`src/umo_map.svh`:
```
// Register selects, field positions and reset values for the mode and output-select block
`ifndef UMO_MAP_SVH
`define UMO_MAP_SVH
`define UMO_RS_MODE_A 4'h0
`define UMO_RS_CMD_A 4'h2
`define UMO_RS_AUX_CTRL 4'h4
`define UMO_RS_MODE_B 4'h8
`define UMO_RS_CMD_B 4'hA
`define UMO_RS_OUT_CFG 4'hD
`define UMO_RS_OUT_SET 4'hE
`define UMO_RS_OUT_CLR 4'hF
`define UMO_CMD_MISC_MSB 6
`define UMO_CMD_MISC_LSB 4
`define UMO_CMD_RESET_PTR 3'h1
`define UMO_MR1_RX_RTS 7
`define UMO_MR1_RX_IRQ_SEL 6
`define UMO_MR1_ERR_MODE 5
`define UMO_MR1_PAR_MSB 4
`define UMO_MR1_PAR_LSB 3
`define UMO_MR1_PAR_TYPE 2
`define UMO_MR1_LEN_MSB 1
`define UMO_MR1_LEN_LSB 0
`define UMO_MR2_TX_RTS 5
`define UMO_ACR_TIMER_OUT 6
`define UMO_REG_RESET 8'h00
`endif

```
`src/umo_pkg.sv`:
```
// Types shared by the mode and output-select block
`default_nettype none
package umo_pkg;
   typedef enum logic [1:0] {
      UMO_PAR_WITH = 2'h0,
      UMO_PAR_FORCE = 2'h1,
      UMO_PAR_NONE = 2'h2,
      UMO_PAR_MULTIDROP = 2'h3
   } umo_parity_e;
   typedef enum logic [1:0] {
      UMO_OP2_GP = 2'h0,
      UMO_OP2_TX16_A = 2'h1,
      UMO_OP2_TX1_A = 2'h2,
      UMO_OP2_RX1_A = 2'h3
   } umo_op2_sel_e;
   typedef enum logic [1:0] {
      UMO_OP3_GP = 2'h0,
      UMO_OP3_CT = 2'h1,
      UMO_OP3_TX1_B = 2'h2,
      UMO_OP3_RX1_B = 2'h3
   } umo_op3_sel_e;
endpackage : umo_pkg
`default_nettype wire

```
`src/umo_mode_output.sv`:
```
// Mode-register pointers, mode-one fields and output-pin function select
`include "umo_map.svh"
`default_nettype none
// What this block does
// - Pin zero: general purpose, or channel A receive/transmit request-to-send.
// - Pin one: same selection for channel B.
// - Pin two chosen by config bits 1:0 among general and channel A clocks.
// - Pin three chosen by config bits 3:2; counter-ready or timer by aux bit 6.
// - Pin four: channel A receive-ready or FIFO-full when config bit 4 set.
// - Pin five: channel B receive-ready or FIFO-full when config bit 5 set.
// - Each channel pointer goes to mode one at reset or reset-pointer command.
// - Mode access while pointer at mode one moves it to mode two.
// - Mode and command registers are separate per channel.
// - Mode one bit 7 enables receiver request-to-send flow control.
// - Mode one bit 6 selects receive-ready or FIFO-full as receive interrupt.
// - Mode one bit 5 selects per-character or block error reporting.
// - Mode one bits 4:3 select parity mode.
// - Mode one bit 2 gives parity type, forced level or address mark.
module umo_mode_output
   import umo_pkg::*;
(
   // Clock and reset
   input wire logic ref_clk,
   input wire logic reset_n,
   // Register bus, synchronous to ref_clk
   input wire logic bus_sel,
   input wire logic bus_read,
   input wire logic bus_write,
   input wire logic [3:0] bus_reg_sel,
   input wire logic [7:0] bus_wdata,
   output logic [7:0] bus_rdata,
   // Internal sources for the output pins
   input wire logic chan_a_receive_ready,
   input wire logic chan_b_receive_ready,
   input wire logic chan_a_fifo_full,
   input wire logic chan_b_fifo_full,
   input wire logic chan_a_transmit_ready,
   input wire logic chan_b_transmit_ready,
   input wire logic chan_a_receive_flow_request,
   input wire logic chan_b_receive_flow_request,
   input wire logic chan_a_transmit_flow_request,
   input wire logic chan_b_transmit_flow_request,
   input wire logic chan_a_transmit_16x_clock,
   input wire logic chan_a_transmit_baud_clock,
   input wire logic chan_a_receive_baud_clock,
   input wire logic chan_b_transmit_baud_clock,
   input wire logic chan_b_receive_baud_clock,
   input wire logic counter_ready_flag,
   input wire logic timer_output,
   // Decoded mode fields for the serial datapaths
   output logic chan_a_rx_rts_enable,
   output logic chan_b_rx_rts_enable,
   output logic chan_a_rx_irq_fifo_full,
   output logic chan_b_rx_irq_fifo_full,
   output logic chan_a_block_error,
   output logic chan_b_block_error,
   output umo_parity_e chan_a_parity_mode,
   output umo_parity_e chan_b_parity_mode,
   output logic chan_a_parity_type,
   output logic chan_b_parity_type,
   output logic [1:0] chan_a_char_len,
   output logic [1:0] chan_b_char_len,
   output logic [7:0] chan_a_mode_two,
   output logic [7:0] chan_b_mode_two,
   output logic chan_a_ptr_at_two,
   output logic chan_b_ptr_at_two,
   // Output port pins
   output logic output_pin_zero,
   output logic output_pin_one,
   output logic output_pin_two,
   output logic output_pin_three,
   output logic output_pin_four,
   output logic output_pin_five,
   output logic output_pin_six,
   output logic output_pin_seven
);
   logic [7:0] channel_a_mode_one_q;
   logic [7:0] channel_b_mode_one_q;
   logic [7:0] channel_a_mode_two_q;
   logic [7:0] channel_b_mode_two_q;
   logic [7:0] output_pin_config_q;
   logic [7:0] auxiliary_control_q;
   logic [7:0] gp_out_q;
   logic ptr_a_q;
   logic ptr_b_q;
   logic [7:0] pins_d;
   logic [7:0] pins_q;
   logic [7:0] rdata_d;
   logic wr;
   logic rd;
   logic mode_a_acc;
   logic mode_b_acc;
   logic rst_ptr_a;
   logic rst_ptr_b;
   umo_op2_sel_e op2_sel;
   umo_op3_sel_e op3_sel;

   assign wr = bus_sel && bus_write;
   assign rd = bus_sel && bus_read && !bus_write;
   assign mode_a_acc = (wr || rd) && bus_reg_sel == `UMO_RS_MODE_A;
   assign mode_b_acc = (wr || rd) && bus_reg_sel == `UMO_RS_MODE_B;
   assign rst_ptr_a = wr && bus_reg_sel == `UMO_RS_CMD_A &&
      bus_wdata[`UMO_CMD_MISC_MSB:`UMO_CMD_MISC_LSB] == `UMO_CMD_RESET_PTR;
   assign rst_ptr_b = wr && bus_reg_sel == `UMO_RS_CMD_B &&
      bus_wdata[`UMO_CMD_MISC_MSB:`UMO_CMD_MISC_LSB] == `UMO_CMD_RESET_PTR;

   // Pointer per channel; reset command wins over a same-cycle access
   always_ff @(posedge ref_clk or negedge reset_n) begin
      if (!reset_n) begin
         ptr_a_q <= 1'b0;
         ptr_b_q <= 1'b0;
      end else begin
         if (rst_ptr_a)
            ptr_a_q <= 1'b0;
         else if (mode_a_acc)
            ptr_a_q <= 1'b1;
         if (rst_ptr_b)
            ptr_b_q <= 1'b0;
         else if (mode_b_acc)
            ptr_b_q <= 1'b1;
      end
   end

   // Separate mode registers per channel
   always_ff @(posedge ref_clk or negedge reset_n) begin
      if (!reset_n) begin
         channel_a_mode_one_q <= `UMO_REG_RESET;
         channel_b_mode_one_q <= `UMO_REG_RESET;
         channel_a_mode_two_q <= `UMO_REG_RESET;
         channel_b_mode_two_q <= `UMO_REG_RESET;
      end else if (wr) begin
         if (bus_reg_sel == `UMO_RS_MODE_A) begin
            if (ptr_a_q)
               channel_a_mode_two_q <= bus_wdata;
            else
               channel_a_mode_one_q <= bus_wdata;
         end
         if (bus_reg_sel == `UMO_RS_MODE_B) begin
            if (ptr_b_q)
               channel_b_mode_two_q <= bus_wdata;
            else
               channel_b_mode_one_q <= bus_wdata;
         end
      end
   end

   // Config, aux control and general-purpose output bits
   // No guard against changes mid-character; software must quiesce the channels first
   always_ff @(posedge ref_clk or negedge reset_n) begin
      if (!reset_n) begin
         output_pin_config_q <= `UMO_REG_RESET;
         auxiliary_control_q <= `UMO_REG_RESET;
         gp_out_q <= `UMO_REG_RESET;
      end else if (wr) begin
         case (bus_reg_sel)
            `UMO_RS_OUT_CFG: output_pin_config_q <= bus_wdata;
            `UMO_RS_AUX_CTRL: auxiliary_control_q <= bus_wdata;
            `UMO_RS_OUT_SET: gp_out_q <= gp_out_q | bus_wdata;
            `UMO_RS_OUT_CLR: gp_out_q <= gp_out_q & ~bus_wdata;
            default: gp_out_q <= gp_out_q;
         endcase
      end
   end

   // Read data: mode address returns the register the pointer selects
   always_comb begin
      rdata_d = 8'h00;
      case (bus_reg_sel)
         `UMO_RS_MODE_A: rdata_d = ptr_a_q ? channel_a_mode_two_q : channel_a_mode_one_q;
         `UMO_RS_MODE_B: rdata_d = ptr_b_q ? channel_b_mode_two_q : channel_b_mode_one_q;
         default: rdata_d = 8'h00;
      endcase
   end

   always_ff @(posedge ref_clk or negedge reset_n) begin
      if (!reset_n)
         bus_rdata <= 8'h00;
      else if (rd)
         bus_rdata <= rdata_d;
   end

   assign op2_sel = umo_op2_sel_e'(output_pin_config_q[1:0]);
   assign op3_sel = umo_op3_sel_e'(output_pin_config_q[3:2]);

   // Pin function muxes; transmit request outranks receive if both enabled
   always_comb begin
      pins_d = gp_out_q;
      if (channel_a_mode_two_q[`UMO_MR2_TX_RTS])
         pins_d[0] = chan_a_transmit_flow_request;
      else if (channel_a_mode_one_q[`UMO_MR1_RX_RTS])
         pins_d[0] = chan_a_receive_flow_request;
      if (channel_b_mode_two_q[`UMO_MR2_TX_RTS])
         pins_d[1] = chan_b_transmit_flow_request;
      else if (channel_b_mode_one_q[`UMO_MR1_RX_RTS])
         pins_d[1] = chan_b_receive_flow_request;
      case (op2_sel)
         UMO_OP2_TX16_A: pins_d[2] = chan_a_transmit_16x_clock;
         UMO_OP2_TX1_A: pins_d[2] = chan_a_transmit_baud_clock;
         UMO_OP2_RX1_A: pins_d[2] = chan_a_receive_baud_clock;
         default: pins_d[2] = gp_out_q[2];
      endcase
      case (op3_sel)
         UMO_OP3_CT: pins_d[3] = auxiliary_control_q[`UMO_ACR_TIMER_OUT] ?
            timer_output : counter_ready_flag;
         UMO_OP3_TX1_B: pins_d[3] = chan_b_transmit_baud_clock;
         UMO_OP3_RX1_B: pins_d[3] = chan_b_receive_baud_clock;
         default: pins_d[3] = gp_out_q[3];
      endcase
      if (output_pin_config_q[4])
         pins_d[4] = channel_a_mode_one_q[`UMO_MR1_RX_IRQ_SEL] ?
            chan_a_fifo_full : chan_a_receive_ready;
      if (output_pin_config_q[5])
         pins_d[5] = channel_b_mode_one_q[`UMO_MR1_RX_IRQ_SEL] ?
            chan_b_fifo_full : chan_b_receive_ready;
      if (output_pin_config_q[6])
         pins_d[6] = chan_a_transmit_ready;
      if (output_pin_config_q[7])
         pins_d[7] = chan_b_transmit_ready;
   end

   // Registered pins; one cycle of latency keeps glitches off the pads
   always_ff @(posedge ref_clk or negedge reset_n) begin
      if (!reset_n)
         pins_q <= 8'h00;
      else
         pins_q <= pins_d;
   end

   assign output_pin_zero = pins_q[0];
   assign output_pin_one = pins_q[1];
   assign output_pin_two = pins_q[2];
   assign output_pin_three = pins_q[3];
   assign output_pin_four = pins_q[4];
   assign output_pin_five = pins_q[5];
   assign output_pin_six = pins_q[6];
   assign output_pin_seven = pins_q[7];

   assign chan_a_rx_rts_enable = channel_a_mode_one_q[`UMO_MR1_RX_RTS];
   assign chan_b_rx_rts_enable = channel_b_mode_one_q[`UMO_MR1_RX_RTS];
   assign chan_a_rx_irq_fifo_full = channel_a_mode_one_q[`UMO_MR1_RX_IRQ_SEL];
   assign chan_b_rx_irq_fifo_full = channel_b_mode_one_q[`UMO_MR1_RX_IRQ_SEL];
   assign chan_a_block_error = channel_a_mode_one_q[`UMO_MR1_ERR_MODE];
   assign chan_b_block_error = channel_b_mode_one_q[`UMO_MR1_ERR_MODE];
   assign chan_a_parity_mode = umo_parity_e'(
      channel_a_mode_one_q[`UMO_MR1_PAR_MSB:`UMO_MR1_PAR_LSB]);
   assign chan_b_parity_mode = umo_parity_e'(
      channel_b_mode_one_q[`UMO_MR1_PAR_MSB:`UMO_MR1_PAR_LSB]);
   assign chan_a_parity_type = channel_a_mode_one_q[`UMO_MR1_PAR_TYPE];
   assign chan_b_parity_type = channel_b_mode_one_q[`UMO_MR1_PAR_TYPE];
   assign chan_a_char_len = channel_a_mode_one_q[`UMO_MR1_LEN_MSB:`UMO_MR1_LEN_LSB];
   assign chan_b_char_len = channel_b_mode_one_q[`UMO_MR1_LEN_MSB:`UMO_MR1_LEN_LSB];
   assign chan_a_mode_two = channel_a_mode_two_q;
   assign chan_b_mode_two = channel_b_mode_two_q;
   assign chan_a_ptr_at_two = ptr_a_q;
   assign chan_b_ptr_at_two = ptr_b_q;
endmodule : umo_mode_output
`default_nettype wire

```
`config.mk`:
```
export PLATFORM = sky130hd
export DESIGN_NAME = umo_mode_output
export DESIGN_NICKNAME = d
export VERILOG_FILES = /design/src/umo_pkg.sv /design/src/umo_mode_output.sv
export VERILOG_INCLUDE_DIRS = /design/src
export SDC_FILE = /design/constraint.sdc
export NUM_CORES = 1
export LEC_CHECK = 0
export BUFFER_PORTS_ARGS = -buffer_cell sky130_fd_sc_hd__buf_2
export CORE_MARGIN = 1.5
export CORE_UTILIZATION = 30
export DETAILED_ROUTE_END_ITERATION = 6
export SLEW_MARGIN = 10
export SYNTH_ARGS = -nofsm -noshare
export SYNTH_HDL_FRONTEND = slang
export SYNTH_SLANG_ARGS = --single-unit
```
`constraint.sdc`:
```
create_clock -name ref_clk -period 2.7 [get_ports ref_clk]
set_input_delay 0.27 -clock ref_clk [delete_from_list [all_inputs] [get_ports ref_clk]]
set_output_delay 0.27 -clock ref_clk [all_outputs]
set_load 0.05 [all_outputs]
```
==> results of run 1 <==
-- cell usage in the layout (no fill, tap or decap), types with 2 or more instances in the layout --
cell,instances
nor2_1,5
buf_4,5
bufinv_16,5
mux2_2,42
o21ai_0,13
nand3_1,12
mux2i_1,28
buf_2,83
nor3_1,2
a21oi_1,2
o22a_1,8
inv_1,8
mux4_2,2
nand2_1,13
a2bb2oi_1,2
clkbuf_8,9
dfrtp_1,67
-- final cells by class --
| class | instances | area share (%) |
|---|---|---|
| Inverter | 8 | 0.784 |
| Clock inverter | 7 | 4.28 |
| Timing Repair Buffer | 88 | 11.8 |
| Tap cell | 133 | 4.35 |
| Sequential cell | 67 | 43.8 |
| Multi-Input combinational cell | 140 | 31.7 |
| Clock buffer | 9 | 3.24 |
-- power groups by stage --
stage,combinational [uW],clock [uW],sequential (uW)
floorplan,273,0,1770
CTS,1010,1220,1310
finish,999,1190,1310
detailed placement,1010,0,1330
global route,1060,1270,1330
global placement,997,0,1320
-- worst max path at each step --
stage	cells after the start	to	from
global placement	4	channel_a_mode_one_q[1]	bus_reg_sel[0]
global route	3	channel_a_mode_one_q[6]	chan_a_ptr_at_two
floorplan	3	chan_a_mode_two[0]	chan_a_ptr_at_two
finish	3	channel_a_mode_one_q[4]	chan_a_ptr_at_two
CTS	3	channel_a_mode_one_q[4]	chan_a_ptr_at_two
detailed placement	4	channel_a_mode_one_q[2]	bus_reg_sel[0]
-- layer usage --
layer / vias to the layer above / track usage (%) / part of all wire (%)
met1: 1083 / 21.7 / 48
met4: 0 / 5.69 / 1.2
met3: 10 / 3.97 / 5.3
met5: - / 0 / 0
met2: 76 / 23.8 / 45
li1: 990 / - / -
-- worst max-delay path, stage by stage, from the launching register on --
cell	delay [ps]
dfrtp_1	370
buf_4	210
nor3b_4	560
mux2_2	400
-- cells by family (layout without fill, tap and decap cells) --
logic type | Yosys count | after routing | share of synthesized area [%]
flops | 67 | 67 | 56.7
simple gates | 43 | 43 | 8.59
mux | 72 | 72 | 27.0
compound gates | 25 | 25 | 5.50
buf+inv | 16 | 112 | 2.24
-- metrics by stage --
stage          total power, uW  util [%]
2_1_floorplan             2040         -
3_3_place_gp              2320      36.6
3_5_place_dp              2340      36.6
4_1_cts                   3540      39.5
5_1_grt                   3670      39.5
6_report                  3500      39.5
==> metrics.md, run 1 <==
| Metric | Value |
|---|---|
| Status | `finished clean` |
| P_sw | `approximately 1200 uW` |
| Lkg Pwr | `0.00197 uW` |
| PwrDens | `915 nW/um2` |
| R2r startpoint | `chan_a_ptr_at_two` |
| CP startpoint kind | `flop` |
| Synth top cells by count | `67 x dfrtp_1, 42 x mux2_2, 28 x mux2i_1` |
| Drt pass-1 iters | `4` |
| Reg-to-Reg End | `channel_a_mode_one_q[4]` |
| # clock sinks | `67` |
| Postcts setup bufs | `0` |
| Fmax | `between 0.6 and 0.7 GHz` |
| Worst-Margin Slew | `about 920 ps` |
| #FFs+latches synth | `between 60 and 70` |
| Seq pwr share | `around 37%` |
| Critical Path AT | `about 1900 ps` |
| Pin count of the biggest net entering global routing | `41` |
| Synth area leaders | `dfrtp_1 57%, mux2_2 16%, mux2i_1 9.5%` |
| Initial antenna violation count | `0` |
| DRT iter0 DRCs | `94` |
| CTS Buffer Depth | `2` |
| Netlist cell types | `26` |
| Grt total ovfl | `0` |
| EDFF count, synth | `0` |
| Combinational power share | `28.5%` |
| Synth Area per Inst | `roughly 13 um2` |
| Drt total wl | `7630 um` |
| Register area share after synthesis | `a little under three fifths` |
| Placed Instances | `~440` |
| FFs w/ async S/R, synth | `between 90% and 100%` |
| Final instance area | `3830 um2` |
| H-tree depth | `3` |
| Register-to-Register Path Depth | `3` |
| Syn. warnings | `0` |
| Residual DRC | `0` |
| Area after DPL | `roughly 3500 um2` |
| Share of power burned in the clock network | `34.1%` |
| CTS Hold Bufs | `0` |
| Post_cts resized | `0` |
| R2R Setup Slk | `about 1000 ps` |
| RSZ-0062 raised after global routing | `no` |
| Die Ht | `about 100 um` |
| Min-Delay Path Class | `in -> async` |
| GPL Wtd Cong | `between 0.7 and 0.8` |
| Antenna cell count | `0` |
| Clk pin slew, worst setup/hold paths | `approximately 70 ps` |
| Final setup TNS | `0 ps` |
| Area Growth Syn to Fin | `29.4%` |
| Vias in the first global route | `around 2200` |
| Worst setup EP type | `flop` |
| Die width | `102 um` |
| Internal power | `~2300 uW` |
| Tot GR Track Use | `15.7%` |
| Io pins | `84` |
| First-pass GRT wire length | `11900 um` |
| Worst relative slew slack | `about two fifths` |
| Synth Flop Type | `dfrtp_1` |
| Num rows | `36` |
| Area leader, netlist | `dfrtp_1` |
| WL per Instance | `approximately 17 um` |
| Clock skew | `between 8 and 9 ps` |
| Core footprint | `slightly below 10000 um2` |
| VDD IR max | `roughly 0.00035 V` |
| Final worst slack | `between 1000 and 1500 ps` |
| Post-synthesis cell count | `roughly 220` |
| Net Sw Frac | `34.9%` |
| Die Area | `between 10000 and 15000 um2` |
| Post-synth top area share | `approximately 57%` |
| Synthesized area | `just under 3000 um2` |
| Layout net count | `roughly 350` |
| Filler cells | `967` |
| Clk_lat worst skew | `roughly 350 ps` |
| Reg area | `~1700 um2` |
| Final worst path period need | `between 1500 and 2000 ps` |
| Final period util | `between 60 and 70%` |
| Via count | `2159` |
| Crit Path Class | `reg -> reg` |
| CTS tree | `done` |
| Req. time, crit path | `about 2900 ps` |
| Detailed Place HPWL | `around 5400 um` |
| Layout cell share with drive strength beyond 1 | `about 48%` |
| Finish-stage setup viols | `0` |
| Multi-input gate area | `1210 um2` |
| Hold WS | `between 50 and 60 ps` |
| Post-synthesis net count | `between 200 and 300` |
| CTS Buf Count | `9` |
| Starting density of the core | `a little under a third` |
| Port Buffers | `between 80 and 90` |
| Final hold vios | `0` |
| Fin cells | `452` |
| Post-route ant nets | `0` |
| Max_cap viols | `0` |
| Via density | `4.78` |
| Max-slew violation count | `0` |
| Most common cell in the netlist | `dfrtp_1` |
| Maximum fanout along the worst path | `11` |
| Pre-CTS setup slack | `691 ps` |
| Clock Tree Root | `clkbuf_8` |
Note: power is estimated with default switching activity, not from simulation.
==> run 2, diff against run 1 <==
Clock period 2.7 ns to 1.75 ns, I/O delays scaled along.
==> run 2 against run 1 <==
Net effect:
- total power grew 33%
- clock skew grew 1.0 ps
- cell area shrank 1.3%
- sequential power grew 56%
- final cell count grew 1.5%
- critical path depth shrank 1
- sequential share of layout area grew 0.59 points
- sequential cell count is the same
- via count grew 0.14%
- clock power shrank 7%
- count of clock-buffer cells in the layout grew 4
- utilization shrank 0.53 points
- largest cell class unchanged
- largest power group unchanged
==> metrics.md, run 2 (synthesis gave the netlist of run 1 again) <==
| Metric | Value |
|---|---|
| CP startpoint kind | `flop` |
| Die width | `102 um` |
| PwrDens | `around 1200 nW/um2` |
| Grt total ovfl | `0` |
| Layout net count | `~360` |
| Crit Path Class | `reg -> out` |
| Final period util | `between 90% and 100%` |
| Postcts setup bufs | `0` |
| First-pass GRT wire length | `12000 um` |
| Seq pwr share | `43.6%` |
| Final setup TNS | `0 ps` |
| Via density | `about 4.7` |
| Fmax | `between 0.6 and 0.7 GHz` |
| Drt total wl | `7650 um` |
| WP buf/inv | `2` |
| Worst relative slew slack | `between 70% and 80%` |
| Finish-stage setup viols | `0` |
| CTS Buffer Depth | `2` |
| CTS Hold Bufs | `1` |
| Starting density of the core | `roughly 31%` |
| Via count | `~2200` |
| Most frequent cells in the layout | `83 x buf_2, 67 x dfrtp_1, 42 x mux2_2, 28 x mux2i_1` |
| # clock sinks | `67` |
| Internal power | `about 2800 uW` |
| Critical Path AT | `1450 ps` |
| Post-route ant nets | `0` |
| Worst-Margin Slew | `between 400 and 500 ps` |
| Max_cap viols | `0` |
| Placed Instances | `roughly 440` |
| Final worst path period need | `between 1500 and 2000 ps` |
| Crit path cell chain | `buf_4, buf_2` |
| Area after DPL | `about 3600 um2` |
| Core footprint | `roughly 9700 um2` |
| Vias in the first global route | `~2200` |
| P_sw | `around 1800 uW` |
| CP max-delay cell | `dfrtp_1` |
| Area Growth Syn to Fin | `27.7%` |
| Detailed Place HPWL | `around 5600 um` |
| Min-Delay Path Class | `in -> reg` |
| Fin cells | `about 460` |
| RSZ-0062 raised after global routing | `no` |
| Pin count of the biggest net entering global routing | `53` |
| Status | `finished clean` |
| Tot GR Track Use | `roughly 16%` |
| Share of power burned in the clock network | `23.7%` |
| WL per Instance | `approximately 17 um` |
| Clock skew | `approximately 10 ps` |
| CTS tree | `done` |
| Commonest non-fill, non-tap cell in the layout | `buf_2` |
| Num rows | `36` |
| Max-slew violation count | `0` |
| Final hold vios | `0` |
| Final instance area | `3780 um2` |
| H-tree depth | `3` |
| Req. time, crit path | `around 1600 ps` |
| Layout cell share with drive strength beyond 1 | `~48%` |
| VDD IR max | `approximately 0.00043 V` |
| Post_cts resized | `0` |
| Clk pin slew, worst setup/hold paths | `70 ps` |
| Combinational power share | `around a third` |
| Residual DRC | `0` |
| Clk_lat worst skew | `around 340 ps` |
| GPL Wtd Cong | `0.799` |
| CTS Buf Count | `9` |
| Lkg Pwr | `approximately 0.0019 uW` |
| Worst setup EP type | `primary output` |
| Maximum fanout along the worst path | `7` |
| Die Ht | `102 um` |
| Clock Tree Root | `clkbuf_8` |
| Die Area | `10500 um2` |
| Crit-path max cell delay | `roughly 550 ps` |
| Total power | `approximately 4700 uW` |
| Io pins | `84` |
| Antenna cell count | `0` |
| Initial antenna violation count | `0` |
| Drt pass-1 iters | `4` |
| DRT iter0 DRCs | `106` |
| Net Sw Frac | `39.2%` |
| Cell family with most CP delay | `flip-flops` |
| Port Buffers | `83` |
run 2: cell types whose count changed in the layout (fill, tap and decap cells not counted):
cell / previous run / this run
buf_12: 0 / 1
buf_4: 5 / 11
bufinv_16: 5 / 0
clkbuf_1: 0 / 3
clkbuf_8: 9 / 10
clkinv_4: 1 / 0
clkinvlp_4: 0 / 1
dlygate4sd3_1: 0 / 1
run 2: stage by stage:
step	hold slack [ps]	worst slack, ps	util, %
2_1_floorplan	-121	27.3	-
3_3_place_gp	126	151	37.2
3_5_place_dp	131	121	37.2
4_1_cts	16.7	102	39.0
5_1_grt	28.4	66.1	39.0
6_report	30.6	130	39.0
run 2: worst register-to-register path: stages, from the launching register on:
cell	delay, ps
dfrtp_1	550
nand3_1	230
buf_4	240
mux2_2	280
run 2: per-layer routing:
layer | part of all wire (%) | global-route usage (%) | vias up
met2 | 47 | 24.4 | 67
li1 | - | - | 1004
met3 | 5.2 | 3.69 | 13
met5 | 0 | 0 | -
met1 | 46 | 21.4 | 1078
met4 | 1.9 | 7.27 | 0
run 2: final timing paths:
path,slack (ps),startpoint,to,depth (start not counted)
max,130,chan_b_ptr_at_two,chan_b_ptr_at_two,2
min,30,chan_a_transmit_ready,pins_q[6],3
max reg2reg,330,chan_a_ptr_at_two,chan_a_mode_two[7],3
min reg2reg,460,output_pin_config_q[4],pins_q[4],1
max in group asynchronous,840,reset_n,output_pin_config_q[5],3
min in group asynchronous,290,reset_n,pins_q[1],2
run 2: final cells by class:
type	count	area, um2
clock buffer	13	149
sequential	67	1680
multi-input combinational	140	1210
fill	972	5910
tap	133	166
inverter	8	30.0
clock inverter	2	12.5
timing repair buffer	96	528
run 2: power by group through the flow:
stage	clock (uW)	sequential, uW	combinational (uW)
floorplan	0	2730	421
global placement	0	2060	1520
detailed placement	0	2070	1540
CTS	1140	2040	1540
global route	1200	2080	1620
finish	1110	2040	1530
==> run 3, diff against run 2 <==
--- a/config.mk
+++ b/config.mk
@@ -12,3 +12,3 @@
 export DETAILED_ROUTE_END_ITERATION = 6
-export SLEW_MARGIN = 10
+export SLEW_MARGIN = 5
 export SYNTH_ARGS = -nofsm -noshare
==> constraint.sdc (replaced) <==
create_clock -name ref_clk -period 1.75 [get_ports ref_clk]
set_input_delay 0.0875 -clock ref_clk [delete_from_list [all_inputs] [get_ports ref_clk]]
set_output_delay 0.0875 -clock ref_clk [all_outputs]
set_load 0.05 [all_outputs]
==> run 3 against run 2 <==
Net effect:
- fmax is 5.1% higher
- routed wire length shrank 0.58%
- combinational power hardly changed
- utilization is 0.52 points higher
- sequential cell count is the same
- die area unchanged
- critical path depth is the same
- sequential share of layout area is 0.58 points lower
- hold slack gained 7.8 ps
- register-to-register slack barely moved
- global-route usage decreased by 0.49 points
- largest cell class unchanged
- largest power group unchanged
==> metrics.md, run 3 (synthesis gave the netlist of run 1 again) <==
| Metric | Value |
|---|---|
| Status | `finished clean` |
| Finish-stage setup viols | `0` |
| Combinational power share | `between 30% and 40%` |
| Starting density of the core | `between 30% and 40%` |
| Core footprint | `9680 um2` |
| Commonest non-fill, non-tap cell in the layout | `buf_2` |
| Initial antenna violation count | `0` |
| Worst-Margin Slew | `around 580 ps` |
| P_sw | `between 1500 and 2000 uW` |
| Residual DRC | `0` |
| Pin count of the biggest net entering global routing | `68` |
| Layout cell share with drive strength beyond 1 | `between 40% and 50%` |
| Lkg Pwr | `0.00198 uW` |
| Io pins | `between 80 and 90` |
| RSZ-0062 raised after global routing | `no` |
| # clock sinks | `between 60 and 70` |
| Share of power burned in the clock network | `24.7%` |
| Final worst slack | `between 200 and 250 ps` |
| WL per Instance | `about 16 um` |
| Crit Path Class | `reg -> out` |
| Net Sw Frac | `39.2%` |
| Antenna cell count | `0` |
| Drt pass-1 iters | `4` |
| VDD IR max | `between 0.0003 and 0.0004 V` |
| Layout net count | `around 360` |
| Num rows | `36` |
| Maximum fanout along the worst path | `7` |
| Clk pin slew, worst setup/hold paths | `about 70 ps` |
| Die Area | `~10000 um2` |
| Drt total wl | `7600 um` |
| Max-slew violation count | `0` |
| Worst setup EP type | `primary output` |
| Tot GR Track Use | `15.4%` |
| Final period util | `~88%` |
| Grt total ovfl | `0` |
| Vias in the first global route | `about 2200` |
| Die width | `102 um` |
| Area Growth Syn to Fin | `29.4%` |
| Die Ht | `between 100 and 150 um` |
| Final worst path period need | `about 1500 ps` |
| CTS Buf Count | `9` |
| Postcts setup bufs | `0` |
| GPL Wtd Cong | `between 0.7 and 0.8` |
| CP startpoint kind | `flop` |
| Clock skew | `between 7 and 8 ps` |
| Via count | `around 2200` |
| First-pass GRT wire length | `approximately 12000 um` |
| Critical Path AT | `1450 ps` |
| Seq pwr share | `a little over two fifths` |
| Via density | `approximately 4.7` |
| Port Buffers | `just over 80` |
| PwrDens | `about 1200 nW/um2` |
| H-tree depth | `3` |
| Internal power | `approximately 2900 uW` |
| Filler cells | `slightly below 1000` |
| Req. time, crit path | `between 1500 and 2000 ps` |
| CTS Buffer Depth | `2` |
| Pre-CTS setup slack | `about 210 ps` |
| Min-Delay Path Class | `in -> reg` |
| Most frequent cells in the layout | `83 x buf_2, 67 x dfrtp_1, 42 x mux2_2, 28 x mux2i_1` |
| CTS tree | `done` |
| Post-route ant nets | `0` |
| Final setup TNS | `0 ps` |
| DRT iter0 DRCs | `between 100 and 150` |
| Final hold vios | `0` |
| Clock Tree Root | `clkbuf_8` |
| Detailed Place HPWL | `~5400 um` |
| Fmax | `between 0.6 and 0.7 GHz` |
| Clk_lat worst skew | `340 ps` |
| Worst relative slew slack | `61.5%` |
| Max_cap viols | `0` |
run 3: cell count changes in the layout (fill, tap and decap cells not counted), sizes merged:
cell	before	now
dlygate4sd3	1	5
clkinv	1	4
clkbuf	13	11
buf	95	94
run 3: path summary, 6_finish.rpt:
kind	end	slack, ps	cells after the start	from
worst max-delay path	chan_b_ptr_at_two	210	2	chan_b_ptr_at_two
worst min-delay path	pins_q[0]	40	3	chan_a_receive_flow_request
worst max register to register	channel_b_mode_one_q[3]	330	3	chan_b_ptr_at_two
worst min register to register	pins_q[4]	460	1	output_pin_config_q[4]
max in group asynchronous	output_pin_config_q[4]	1150	3	reset_n
min in group asynchronous	chan_b_mode_two[5]	300	3	reset_n
run 3: what timing repair did:
action,4_1_cts,5_1_grt
endpoints found under the hold margin,71,0
hold buffers,5,0
resized for setup,0,0
run 3: stage by stage:
| step | area [um2] | hold slack (ps) | power [uW] | std cells | utilization [%] |
|---|---|---|---|---|---|
| 5_1_grt | 3830 | 43.0 | 4980 | 463 | 39.5 |
| 4_1_cts | 3830 | 26.8 | 4790 | 463 | 39.5 |
| 3_5_place_dp | 3600 | 140 | 3600 | 442 | 37.2 |
| 6_report | 3830 | 38.4 | 4730 | 463 | 39.5 |
| 2_1_floorplan | 2960 | -208 | 3150 | 223 | - |
| 3_3_place_gp | 3600 | 137 | 3580 | 442 | 37.2 |
run 3: layout make-up:
cell class | count | area [um2] | share of cell area (%)
inverters | 8 | 30.0 | 0.785
well taps | 133 | 166 | 4.35
clock inverters | 5 | 27.5 | 0.719
clock buffers | 11 | 151 | 3.96
flip-flops and latches | 67 | 1680 | 43.8
repair buffers | 99 | 561 | 14.6
multi-input cells | 140 | 1210 | 31.7
run 3: power groups by stage:
stage	clock network [uW]	logic, uW	registers (uW)
3_3_place_gp	0	1520	2060
6_report	1170	1530	2040
2_1_floorplan	0	421	2730
4_1_cts	1210	1540	2040
5_1_grt	1280	1620	2080
3_5_place_dp	0	1530	2070
run 3: per-layer routing:
metal	vias up	global-route usage (%)	wire length (um)	part of all wire (%)
li1	1012	-	-	-
met1	1090	19.8	3410	45
met2	62	24.0	3610	47
met3	9	5.88	478	6.3
met4	0	5.06	102	1.3
met5	-	0	0	0
run 3: worst max-delay path, cell delays in order (launching register included):
cell	delay (ps)
dfrtp_1	570
buf_4	260
buf_2	280
